`config.mk`:
```
export PLATFORM = sky130hd
export DESIGN_NAME = fdcr_regs
export DESIGN_NICKNAME = d
export VERILOG_FILES = /design/src/verilog/fdcr_pkg.sv /design/src/verilog/fdcr_regs.sv
export VERILOG_INCLUDE_DIRS = /design/src /design/src/verilog
export SDC_FILE = /design/constraint.sdc
export NUM_CORES = 1
export LEC_CHECK = 0
export BUFFER_PORTS_ARGS = -buffer_cell sky130_fd_sc_hd__buf_2
export CAP_MARGIN = 20
export CELL_PAD_IN_SITES_DETAIL_PLACEMENT = 1
export CELL_PAD_IN_SITES_GLOBAL_PLACEMENT = 1
export CORE_AREA = 5 5 88 90
export CTS_CLUSTER_SIZE = 25
export DETAILED_ROUTE_END_ITERATION = 6
export DIE_AREA = 0 0 93 95
export PLACE_DENSITY = 0.88
export SLEW_MARGIN = 20
export SYNTH_ARGS = -nofsm -noshare
export SYNTH_HDL_FRONTEND = slang
export SYNTH_SLANG_ARGS = --single-unit
```
`constraint.sdc`:
```
create_clock -name clk -period 2.3 [get_ports clk]
set_input_delay 0.46 -clock clk [delete_from_list [all_inputs] [get_ports clk]]
set_output_delay 0.46 -clock clk [all_outputs]
set_load 0.005 [all_outputs]
```
`src/verilog/fdcr_cfg.svh`:
```
// Offsets, field positions, reset values and timing counts
// for the drive control register bank.
// Assumes a 10-bit host I/O address and a 40 MHz clock.
`ifndef FDCR_CFG_SVH
`define FDCR_CFG_SVH

`define FDCR_ADDR_W 10
`define FDCR_OFS_STATUS2 10'h3F1
`define FDCR_OFS_OUTCTL 10'h3F2
`define FDCR_OFS_TAPE 10'h3F3
`define FDCR_OFS_DIGIN 10'h3F7

`define FDCR_OUTCTL_RESET 8'h00
`define FDCR_TAPE_RESET 2'h0
`define FDCR_OC_CODE_LSB 0
`define FDCR_OC_HRST_BIT 2
`define FDCR_OC_DMA_BIT 3
`define FDCR_OC_MOT_LSB 4

`define FDCR_TAPE_OE_NORMAL 8'h03
`define FDCR_OE_ALL 8'hFF
`define FDCR_OE_NONE 8'h00

`define FDCR_CLK_MHZ 40
`define FDCR_SRST_MIN_NS 100
`define FDCR_SRST_CYCLES \
  ((`FDCR_SRST_MIN_NS * `FDCR_CLK_MHZ + 999) / 1000)

`endif

```
`src/verilog/fdcr_pkg.sv`:
```
// Types shared by the drive control register bank.
// Assumes fdcr_cfg.svh is on the include path.
`default_nettype none
`include "fdcr_cfg.svh"

package fdcr_pkg;

  typedef enum logic [1:0] {
    FDCR_MODE_AT = 2'h0,
    FDCR_MODE_M30 = 2'h1,
    FDCR_MODE_PS2 = 2'h3
  } fdcr_mode_t;

  // Synchroniser lanes: 0 read data, 1 second drive, 3:2 media_ident_pins
  typedef struct packed {
    logic [7:0] drive_output_control;
    logic [1:0] tape_sel;
    logic wg_flag;
    logic rd_flag;
    logic wd_flag;
    logic rd_tog;
    logic wd_tog;
    logic wg_prev;
    logic wd_prev;
    logic [3:0] pin_s0;
    logic [3:0] pin_s1;
    logic [3:0] pin_s2;
    logic [3:0] pin_f;
    logic [2:0] srst_cnt;
    logic srst;
    logic [3:0] sel_n;
    logic [3:0] mot_n;
    logic [7:0] rdata;
    logic [7:0] rdata_oe;
  } fdcr_state_t;

endpackage : fdcr_pkg

`default_nettype wire

```
`src/verilog/fdcr_regs.sv`:
```
// Drive control register bank: output control, tape/media and
// second status registers with drive select and motor decode.
// Assumes host strobes on clk; disk pins arrive asynchronously.
`default_nettype none
`include "fdcr_cfg.svh"

module fdcr_regs
  import fdcr_pkg::*;
(
  input wire logic clk,
  input wire logic reset_n,
  input wire fdcr_mode_t mode,
  input wire logic enhanced2,
  input wire logic two_drive,
  input wire logic swap_drives,
  input wire logic [7:0] cfg_f1,
  input wire logic [7:0] cfg_f2,
  input wire logic [`FDCR_ADDR_W-1:0] host_addr,
  input wire logic [7:0] host_wdata,
  input wire logic host_wr,
  input wire logic host_rd,
  output logic [7:0] host_rdata,
  output logic [7:0] host_rdata_oe,
  input wire logic write_gate,
  input wire logic write_data,
  input wire logic read_data_pin,
  input wire logic second_drive_present_n,
  input wire logic [1:0] media_ident_pins,
  output logic [3:0] select_out_n,
  output logic [3:0] motor_out_n,
  output logic soft_reset,
  output logic drq_oe,
  output logic irq_oe,
  output logic dack_tc_enable
);

  localparam logic [2:0] SRST_CYC = 3'(`FDCR_SRST_CYCLES);
  localparam int HB = `FDCR_OC_HRST_BIT;
  localparam int DB = `FDCR_OC_DMA_BIT;
  localparam int ML = `FDCR_OC_MOT_LSB;
  localparam int CL = `FDCR_OC_CODE_LSB;

  localparam fdcr_state_t ST_RST = '{
    drive_output_control: `FDCR_OUTCTL_RESET,
    tape_sel: `FDCR_TAPE_RESET,
    pin_s0: 4'h3,
    pin_s1: 4'h3,
    pin_s2: 4'h3,
    pin_f: 4'h3,
    srst: 1'b1,
    sel_n: 4'hF,
    mot_n: 4'hF,
    default: '0
  };

  fdcr_state_t st_reg;
  fdcr_state_t st_next;

  logic wr_oc;
  logic wr_tape;
  logic rd_dir;
  logic wg_rise;
  logic wd_fall;
  logic rd_fall;
  logic alt_mode;
  logic [3:0] agree;
  logic [1:0] code;
  logic [3:0] mot;
  logic [1:0] media;
  logic [1:0] drv_type;

  assign wr_oc = host_wr && (host_addr == `FDCR_OFS_OUTCTL);
  assign wr_tape = host_wr && (host_addr == `FDCR_OFS_TAPE);
  assign rd_dir = host_rd && (host_addr == `FDCR_OFS_DIGIN);
  assign alt_mode = (mode == FDCR_MODE_M30);

  always_comb begin
    st_next = st_reg;

    // Three-stage synchroniser; a change counts when 2 and 3 agree
    st_next.pin_s0 = {media_ident_pins, second_drive_present_n,
                      read_data_pin};
    st_next.pin_s1 = st_reg.pin_s0;
    st_next.pin_s2 = st_reg.pin_s1;
    agree = ~(st_reg.pin_s1 ^ st_reg.pin_s2);
    st_next.pin_f = (st_reg.pin_s1 & agree) | (st_reg.pin_f & ~agree);

    wg_rise = write_gate && !st_reg.wg_prev;
    wd_fall = st_reg.wd_prev && !write_data;
    rd_fall = st_reg.pin_f[0] && !st_next.pin_f[0];
    st_next.wg_prev = write_gate;
    st_next.wd_prev = write_data;

    // Set beats a clear landing in the same cycle
    st_next.wg_flag = (alt_mode && wg_rise)
                      || (st_reg.wg_flag && !rd_dir);
    st_next.rd_flag = (alt_mode && rd_fall)
                      || (st_reg.rd_flag && !rd_dir);
    st_next.wd_flag = wd_fall
                      || (st_reg.wd_flag && !rd_dir);
    st_next.rd_tog = st_reg.rd_tog ^ rd_fall;
    st_next.wd_tog = st_reg.wd_tog ^ wd_fall;

    // Writes accepted even while soft reset is held
    if (wr_oc) begin
      st_next.drive_output_control = host_wdata;
    end
    // Stored only for software; nothing inside looks at it
    if (wr_tape) begin
      st_next.tape_sel = host_wdata[1:0];
    end

    // Held bit low keeps the counter full, so a 0-then-1 pair of
    // writes still yields the full minimum width
    if (!st_next.drive_output_control[HB]) begin
      st_next.srst_cnt = SRST_CYC;
    end else if (st_reg.srst_cnt != 3'h0) begin
      st_next.srst_cnt = st_reg.srst_cnt - 3'h1;
    end
    // Only the output changes; registers here are untouched
    st_next.srst = !st_next.drive_output_control[HB]
                   || (st_next.srst_cnt != 3'h0);

    code = st_next.drive_output_control[CL +: 2];
    mot = st_next.drive_output_control[ML +: 4];
    if (!two_drive) begin
      for (int i = 0; i < 4; i++) begin
        st_next.sel_n[i] = (code != 2'(i));
      end
      st_next.mot_n = ~mot;
    end else if (!swap_drives) begin
      st_next.sel_n[0] = !(code == 2'h0 && mot[0]);
      st_next.sel_n[1] = !(code == 2'h1 && mot[1]);
      st_next.sel_n[3:2] = 2'h3;
      st_next.mot_n = ~mot;
    end else begin
      st_next.sel_n[1] = !(code == 2'h0 && mot[0]);
      st_next.sel_n[0] = !(code == 2'h1 && mot[1]);
      st_next.sel_n[3:2] = 2'h3;
      st_next.mot_n = {~mot[3:2], ~mot[0], ~mot[1]};
    end

    // Media pins are not reset, so these bits ride through resets
    media = st_reg.pin_f[3:2] ^ {cfg_f1[5], cfg_f1[4]};
    drv_type = cfg_f2[{st_reg.drive_output_control[CL +: 2], 1'b0} +: 2];

    // Read data valid for one cycle after the strobe
    st_next.rdata_oe = `FDCR_OE_NONE;
    if (host_rd) begin
      case (host_addr)
        `FDCR_OFS_OUTCTL: begin
          st_next.rdata = st_reg.drive_output_control;
          st_next.rdata_oe = `FDCR_OE_ALL;
        end
        `FDCR_OFS_TAPE: begin
          if (enhanced2) begin
            st_next.rdata = {media, drv_type, cfg_f1[7], cfg_f1[6],
                             st_reg.tape_sel};
            st_next.rdata_oe = `FDCR_OE_ALL;
          end else begin
            st_next.rdata = {6'h00, st_reg.tape_sel};
            st_next.rdata_oe = `FDCR_TAPE_OE_NORMAL;
          end
        end
        `FDCR_OFS_STATUS2: begin
          case (mode)
            FDCR_MODE_M30: begin
              st_next.rdata = {st_reg.pin_f[1],
                               st_reg.sel_n[1], st_reg.sel_n[0],
                               st_reg.wd_flag, st_reg.rd_flag,
                               st_reg.wg_flag,
                               st_reg.sel_n[3],
                               st_reg.sel_n[2]};
              st_next.rdata_oe = `FDCR_OE_ALL;
            end
            FDCR_MODE_PS2: begin
              st_next.rdata = {2'h3, st_reg.drive_output_control[CL],
                               st_reg.wd_tog, st_reg.rd_tog,
                               st_reg.wg_prev,
                               st_reg.drive_output_control[ML + 1], st_reg.drive_output_control[ML]};
              st_next.rdata_oe = `FDCR_OE_ALL;
            end
            default: begin
              st_next.rdata_oe = `FDCR_OE_NONE;
            end
          endcase
        end
        default: begin
          st_next.rdata_oe = `FDCR_OE_NONE;
        end
      endcase
    end
  end

  always_ff @(posedge clk) begin
    if (!reset_n) begin
      st_reg <= ST_RST;
      // Media lanes keep sampling so their read bits never reset
      st_reg.pin_s0[3:2] <= st_next.pin_s0[3:2];
      st_reg.pin_s1[3:2] <= st_next.pin_s1[3:2];
      st_reg.pin_s2[3:2] <= st_next.pin_s2[3:2];
      st_reg.pin_f[3:2] <= st_next.pin_f[3:2];
    end else begin
      st_reg <= st_next;
    end
  end

  assign host_rdata = st_reg.rdata;
  assign host_rdata_oe = st_reg.rdata_oe;
  assign select_out_n = st_reg.sel_n;
  assign motor_out_n = st_reg.mot_n;
  assign soft_reset = st_reg.srst;

  // Enhanced system mode ignores the enable bit, also in reset
  always_comb begin
    drq_oe = (mode == FDCR_MODE_PS2) || st_reg.drive_output_control[DB];
    irq_oe = drq_oe;
    dack_tc_enable = drq_oe;
  end
endmodule : fdcr_regs

`default_nettype wire

```
Yosys cells after proc, flatten, opt, wreduce, memory -nomap -nowiden

Cells that the tools add are included.

Word-level logic and storage cells: 93
Register bits after elaboration: 61

Shift-type cells: 1
Reduce and logical (&&, ||, !) cells: 33
$add $sub $neg: 1
Muxes and demuxes: 10
Equal/unequal tests: 11
Bitwise operators: 13

Operators with widths:

| cell                                                | count |
|---|---|
| case mux 8 bit (3 select lines)                     | 2 |
| equality test 10 bit, second input constant         | 4 |
| two-way mux 8 bit                                   | 3 |
| two-way mux 16 bit                                  | 1 |
| case mux 8 bit (2 select lines)                     | 1 |
| logical AND 1 bit                                   | 13 |
| NOT 4 bit                                           | 3 |
| nonzero test 3 bit                                  | 3 |
| AND 4 bit                                           | 2 |
| indexed part select 8 x 4 -> 2 bit                  | 1 |
| zero test 1 bit                                     | 7 |
| two-way mux 3 bit                                   | 2 |
| two-way mux 6 bit                                   | 1 |
| logical OR 1 bit                                    | 5 |
| equality test 2 x 1 -> 1 bit, second input constant | 2 |
| != test 2 bit, second input constant                | 2 |
| OR 4 bit                                            | 1 |
| XOR 4 bit                                           | 1 |
| != test 3 bit, second input constant                | 1 |
| AND reduction 3 bit                                 | 1 |
| subtractor 3 x 1 -> 3 bit, second input constant    | 1 |
| equality test 2 bit, second input constant          | 1 |
| zero test 2 bit                                     | 1 |
| != test 2 x 1 -> 1 bit, second input constant       | 1 |
| other kinds (7)                                     | 9 |

Logic depth before layout (Yosys ltp)

Depth in word-level cells: 9
Depth in mapped cells: 7

Worst setup path after synthesis

No wires, ideal clock.

Path kind: input port to flip-flop
Start: input host_addr[2]
End: register st_reg, in the netlist select_out_n[0]
Slack: 497 ps
Arrival: 1,674 ps
Setup time: 129 ps
Path buffers: 0
Stages on the path: 5
Data required time: 2,171 ps
Cell sequence: and4bb_2 nand4_4 or4b_1 a21oi_1 o21ai_1

Cells in the longest elaborated chain, start to end: 8

Ends and longest elaborated chain:

| what                                                            | line                               | RTL |
|---|---|---|
| start, declared                                                 | fdcr_regs.sv:18                    | `` input wire logic [`FDCR_ADDR_W-1:0] host_addr, `` |
| equality test 10 bit (*)                                        | -                                  |  |
| logical AND 1 bit (*)                                           | fdcr_regs.sv:72                    | `` assign wr_oc = host_wr && (host_addr == `FDCR_OFS_OUTCTL); `` |
| two-way mux 8 bit (*)                                           | fdcr_regs.sv:105                   | `if (wr_oc) begin` |
| equality test 2 x 1 -> 1 bit or zero test 2 bit (tied branches) | fdcr_regs.sv:138, fdcr_regs.sv:132 |  |
| logical AND 1 bit, on equally long branches                     | fdcr_regs.sv:138, fdcr_regs.sv:132 |  |
| zero test 1 bit, on equally long branches                       | fdcr_regs.sv:138, fdcr_regs.sv:132 |  |
| two-way mux 6 bit                                               | fdcr_regs.sv:131                   | `end else if (!swap_drives) begin` |
| two-way mux 8 bit (*)                                           | fdcr_regs.sv:126                   | `if (!two_drive) begin` |
| end signal, assigned                                            | fdcr_regs.sv:204                   | `st_reg <= st_next;` |
| end, declared                                                   | fdcr_regs.sv:56                    | `fdcr_state_t st_reg;` |

Mark *: on every way between the ends. The rest lies on a longest branch, timed or not.
A chain may end at the register's enable or synchronous reset.

Final worst setup path

Start: input host_addr[2]
End: register st_reg, in the netlist select_out_n[1]

Cells in the longest elaborated chain, start to end: 8

Ends and longest elaborated chain:

| what                                                            | line |
|---|---|
| equality test 10 bit (*)                                        | - |
| logical AND 1 bit (*)                                           | fdcr_regs.sv:72 |
| two-way mux 8 bit (*)                                           | fdcr_regs.sv:105 |
| equality test 2 x 1 -> 1 bit or zero test 2 bit (tied branches) | fdcr_regs.sv:133, fdcr_regs.sv:137 |
| logical AND 1 bit, on equally long branches                     | fdcr_regs.sv:133, fdcr_regs.sv:137 |
| zero test 1 bit, on equally long branches                       | fdcr_regs.sv:133, fdcr_regs.sv:137 |
| two-way mux 6 bit                                               | fdcr_regs.sv:131 |
| two-way mux 8 bit (*)                                           | fdcr_regs.sv:126 |

Marks and branches as above.

==> summary.md <==
| Metric | Value |
|---|---|
| CTS buffer count | `5` |
| CP Launch Type | `input pin` |
| Final setup fails | `0` |
| Initial antenna violation count | `0` |
| Worst skew pair latency | `0.31 ns` |
| Initial detailed-routing violation count | `46` |
| CTS Sinks | `55` |
| Max-cap violations | `0` |
| DRC Markers | `0` |
| Die Ht | `approximately 95 um` |
| Worst Path Arrival | `2.02 ns` |
| Final Non-Filler Cells | `393` |
| Setup WS pre-CTS | `0.134 ns` |
| Avg WL per Cell | `15.8 um` |
| RSZ-0062 raised after global routing | `no` |
| HP Class | `input pin to flop` |
| Sequential cell area fraction in the yosys report | `44.5%` |
| Post-synth EDFFs | `2` |
| Die area | `8840 um^2` |
| CTS tree | `done` |
| Critical path required time | `2.48 ns` |
| Slew HR | `between 70% and 80%` |
| Number of port buffers | `72` |
| Largest net degree at the start of global routing | `22` |
| Area grow syn2layout | `14.0%` |
| Yosys top cell by area | `dfxtp_1` |
| Post-route clock skew | `0.00522 ns` |
| Largest cells by area after synthesis | `dfxtp_1 (42%), mux2i_1 (8.3%), buf_4 (7.8%)` |
| Synth unique cells | `41` |
| Max reg flops | `25` |
| First-pass GRT wire length | `9780 um` |
| # Post-CTS Setup Buffers | `0` |
| Yosys warns | `0` |
| Final Net Count | `362` |
| Synthesized Nets | `314` |
| Clock tree buffer depth | `2` |
| GRT Total Usage | `14.0%` |
| Die span in x | `93 um` |
| Post-synth ARST share | `0%` |
| Total negative slack | `0 ns` |
| CTS H-Tree Depth | `2` |
| Status | `complete, no violations` |
| Gr ovfl total | `0` |
| Minimum clock period | `1.84 ns` |
| Fin. Hold Viols | `0` |
| Critical path capture point type | `flop` |
| Reg2Reg Setup Slack | `0.66 ns` |
| Antenna Nets Post-Route | `0` |
| Worst-path fanout max | `15` |
| Share of layout cells above drive strength 1 | `29.6%` |
| Syn_area_per_cell | `9.61 um^2` |
| Std-Cell Rows | `31` |
| Initial Util | `36.1%` |
| Vias in the first global route | `about 2000` |
| CTS clock-pin slew for the worst setup and hold paths | `0.10 ns` |
| Leak | `1.33 nW` |
| Detailed Place HPWL | `4880 um` |
| Total I/O pin count | `77` |
| Final Cycle Share | `80.1%` |
| Pwr dens | `roughly 580 nW/um^2` |
| Post-synth top area share | `42.1%` |
| Worst ir drop on vdd | `305 uV` |
| Slew Limit Fails | `0` |
| Placed Cells | `385` |
| Post-Syn Instances | `262` |
| GP Congestion | `0.807` |
| Least-Margin Pin Slew | `0.398 ns` |
| Final wirelength | `6230 um` |
| Mapped Area | `2520 um^2` |
| Highest clock rate | `543 MHz` |
| # hold bufs at CTS | `0` |
| Post_cts resized | `0` |
| Vias per cell | `5.07` |
| Setup Crit Path Kind | `input pin to flop` |
| N_diodes | `0` |
| Final worst slack | `0.458 ns` |
| Via count | `approximately 2000` |
| DR pass1 iterations | `4` |
| #FFs+latches synth | `55` |
| Most used DFF post-synth | `dfxtp_1` |
| Std-Cell Core Area | `around 7000 um^2` |
| Clock root buffer | `clkbuf_8` |
-- per-stage QoR --
| stage | power [mW] | hold WS, ns | instance area (um^2) | utilization, % |
|---|---|---|---|---|
| floorplan | 1.08 | 0.310 | 2520 | - |
| global placement | 1.14 | 0.311 | 2780 | 39.9 |
| detailed placement | 1.15 | 0.322 | 2780 | 39.9 |
| CTS | 1.68 | 0.239 | 2870 | 41.1 |
| global route | 1.73 | 0.234 | 2870 | 41.1 |
| finish | 1.65 | 0.249 | 2870 | 41.1 |
-- cells in the mapped netlist, drive strengths merged, types with 3 or more instances --
cell type,count
nor2b,14
nor2,5
dfxtp,53
nand2b,10
xor2,4
nand2,13
and2,4
a32oi,3
o21ai,18
nand4,5
xnor2,3
nand3,11
a21oi,18
nor3b,4
mux2i,22
ha,3
buf,30
nand3b,4
inv,8
nor3,3
clkbuf,7
-- critical path: stages --
cell and delay, ns:
buf_2 0.10, and4bb_2 0.38, nand4_4 0.27, or3b_2 0.52, a32oi_1 0.18, o21ai_0 0.11
-- worst paths after layout --
path / start / end / depth (start not counted)
setup reg to reg: st_reg[53] / host_rdata[5] / 5
setup / recovery: host_addr[2] / select_out_n[1] / 6
hold reg to reg: st_next[38] / st_next[34] / 0
hold / removal: media_ident_pins[1] / st_next[39] / 1
-- layout make-up --
class | instances | area [um^2]
Tap cell | 82 | 103
Clock inverter | 2 | 12.5
Timing Repair Buffer | 78 | 405
Fill cell | 844 | 4110
Inverter | 8 | 30.0
Clock buffer | 6 | 72.6
Multi-Input combinational cell | 162 | 1120
Sequential cell | 55 | 1120
-- where the power goes --
part | internal, mW | switching (mW) | leakage [nW]
registers | 0.979 | 0.00987 | 0.452
clock network | 0.214 | 0.317 | 0.0428
logic | 0.0656 | 0.0685 | 0.835
-- cell families after synthesis --
kind of cell / share of synthesized area, %
and+or+nand+nor: 20.5
xor gates and xnor gates: 2.44
AOI/OAI and AO/OA: 9.59
buffers and inverters: 10.8
DFF: 44.5
adders and majority gates: 1.49
muxes: 10.7
-- placed cells by master, fill, tap and decap left out, drive strengths merged, types with 3 or more instances in the layout --
| master | Yosys | final |
|---|---|---|
| o21ai | 18 | 18 |
| ha | 3 | 3 |
| nor3b | 4 | 4 |
| xor2 | 4 | 4 |
| clkbuf | 7 | 6 |
| mux2i | 22 | 22 |
| and2 | 4 | 4 |
| xnor2 | 3 | 3 |
| nand2 | 13 | 13 |
| nand2b | 10 | 10 |
| nor2 | 5 | 5 |
| dfxtp | 53 | 53 |
| nand4 | 5 | 5 |
| inv | 8 | 8 |
| a32oi | 3 | 3 |
| a21oi | 18 | 18 |
| nor3 | 3 | 3 |
| nor2b | 14 | 14 |
| nand3 | 11 | 11 |
| nand3b | 4 | 4 |
| buf | 30 | 78 |
-- routing by layer --
metal	share of wire, %	vias up	global-route usage (%)
li1	-	977	-
met1	41	960	16.1
met2	52	46	25.8
met3	5.4	9	3.75
met4	1.1	0	3.42
met5	0	-	0
No activity file was read; power rests on OpenSTA's default activity.
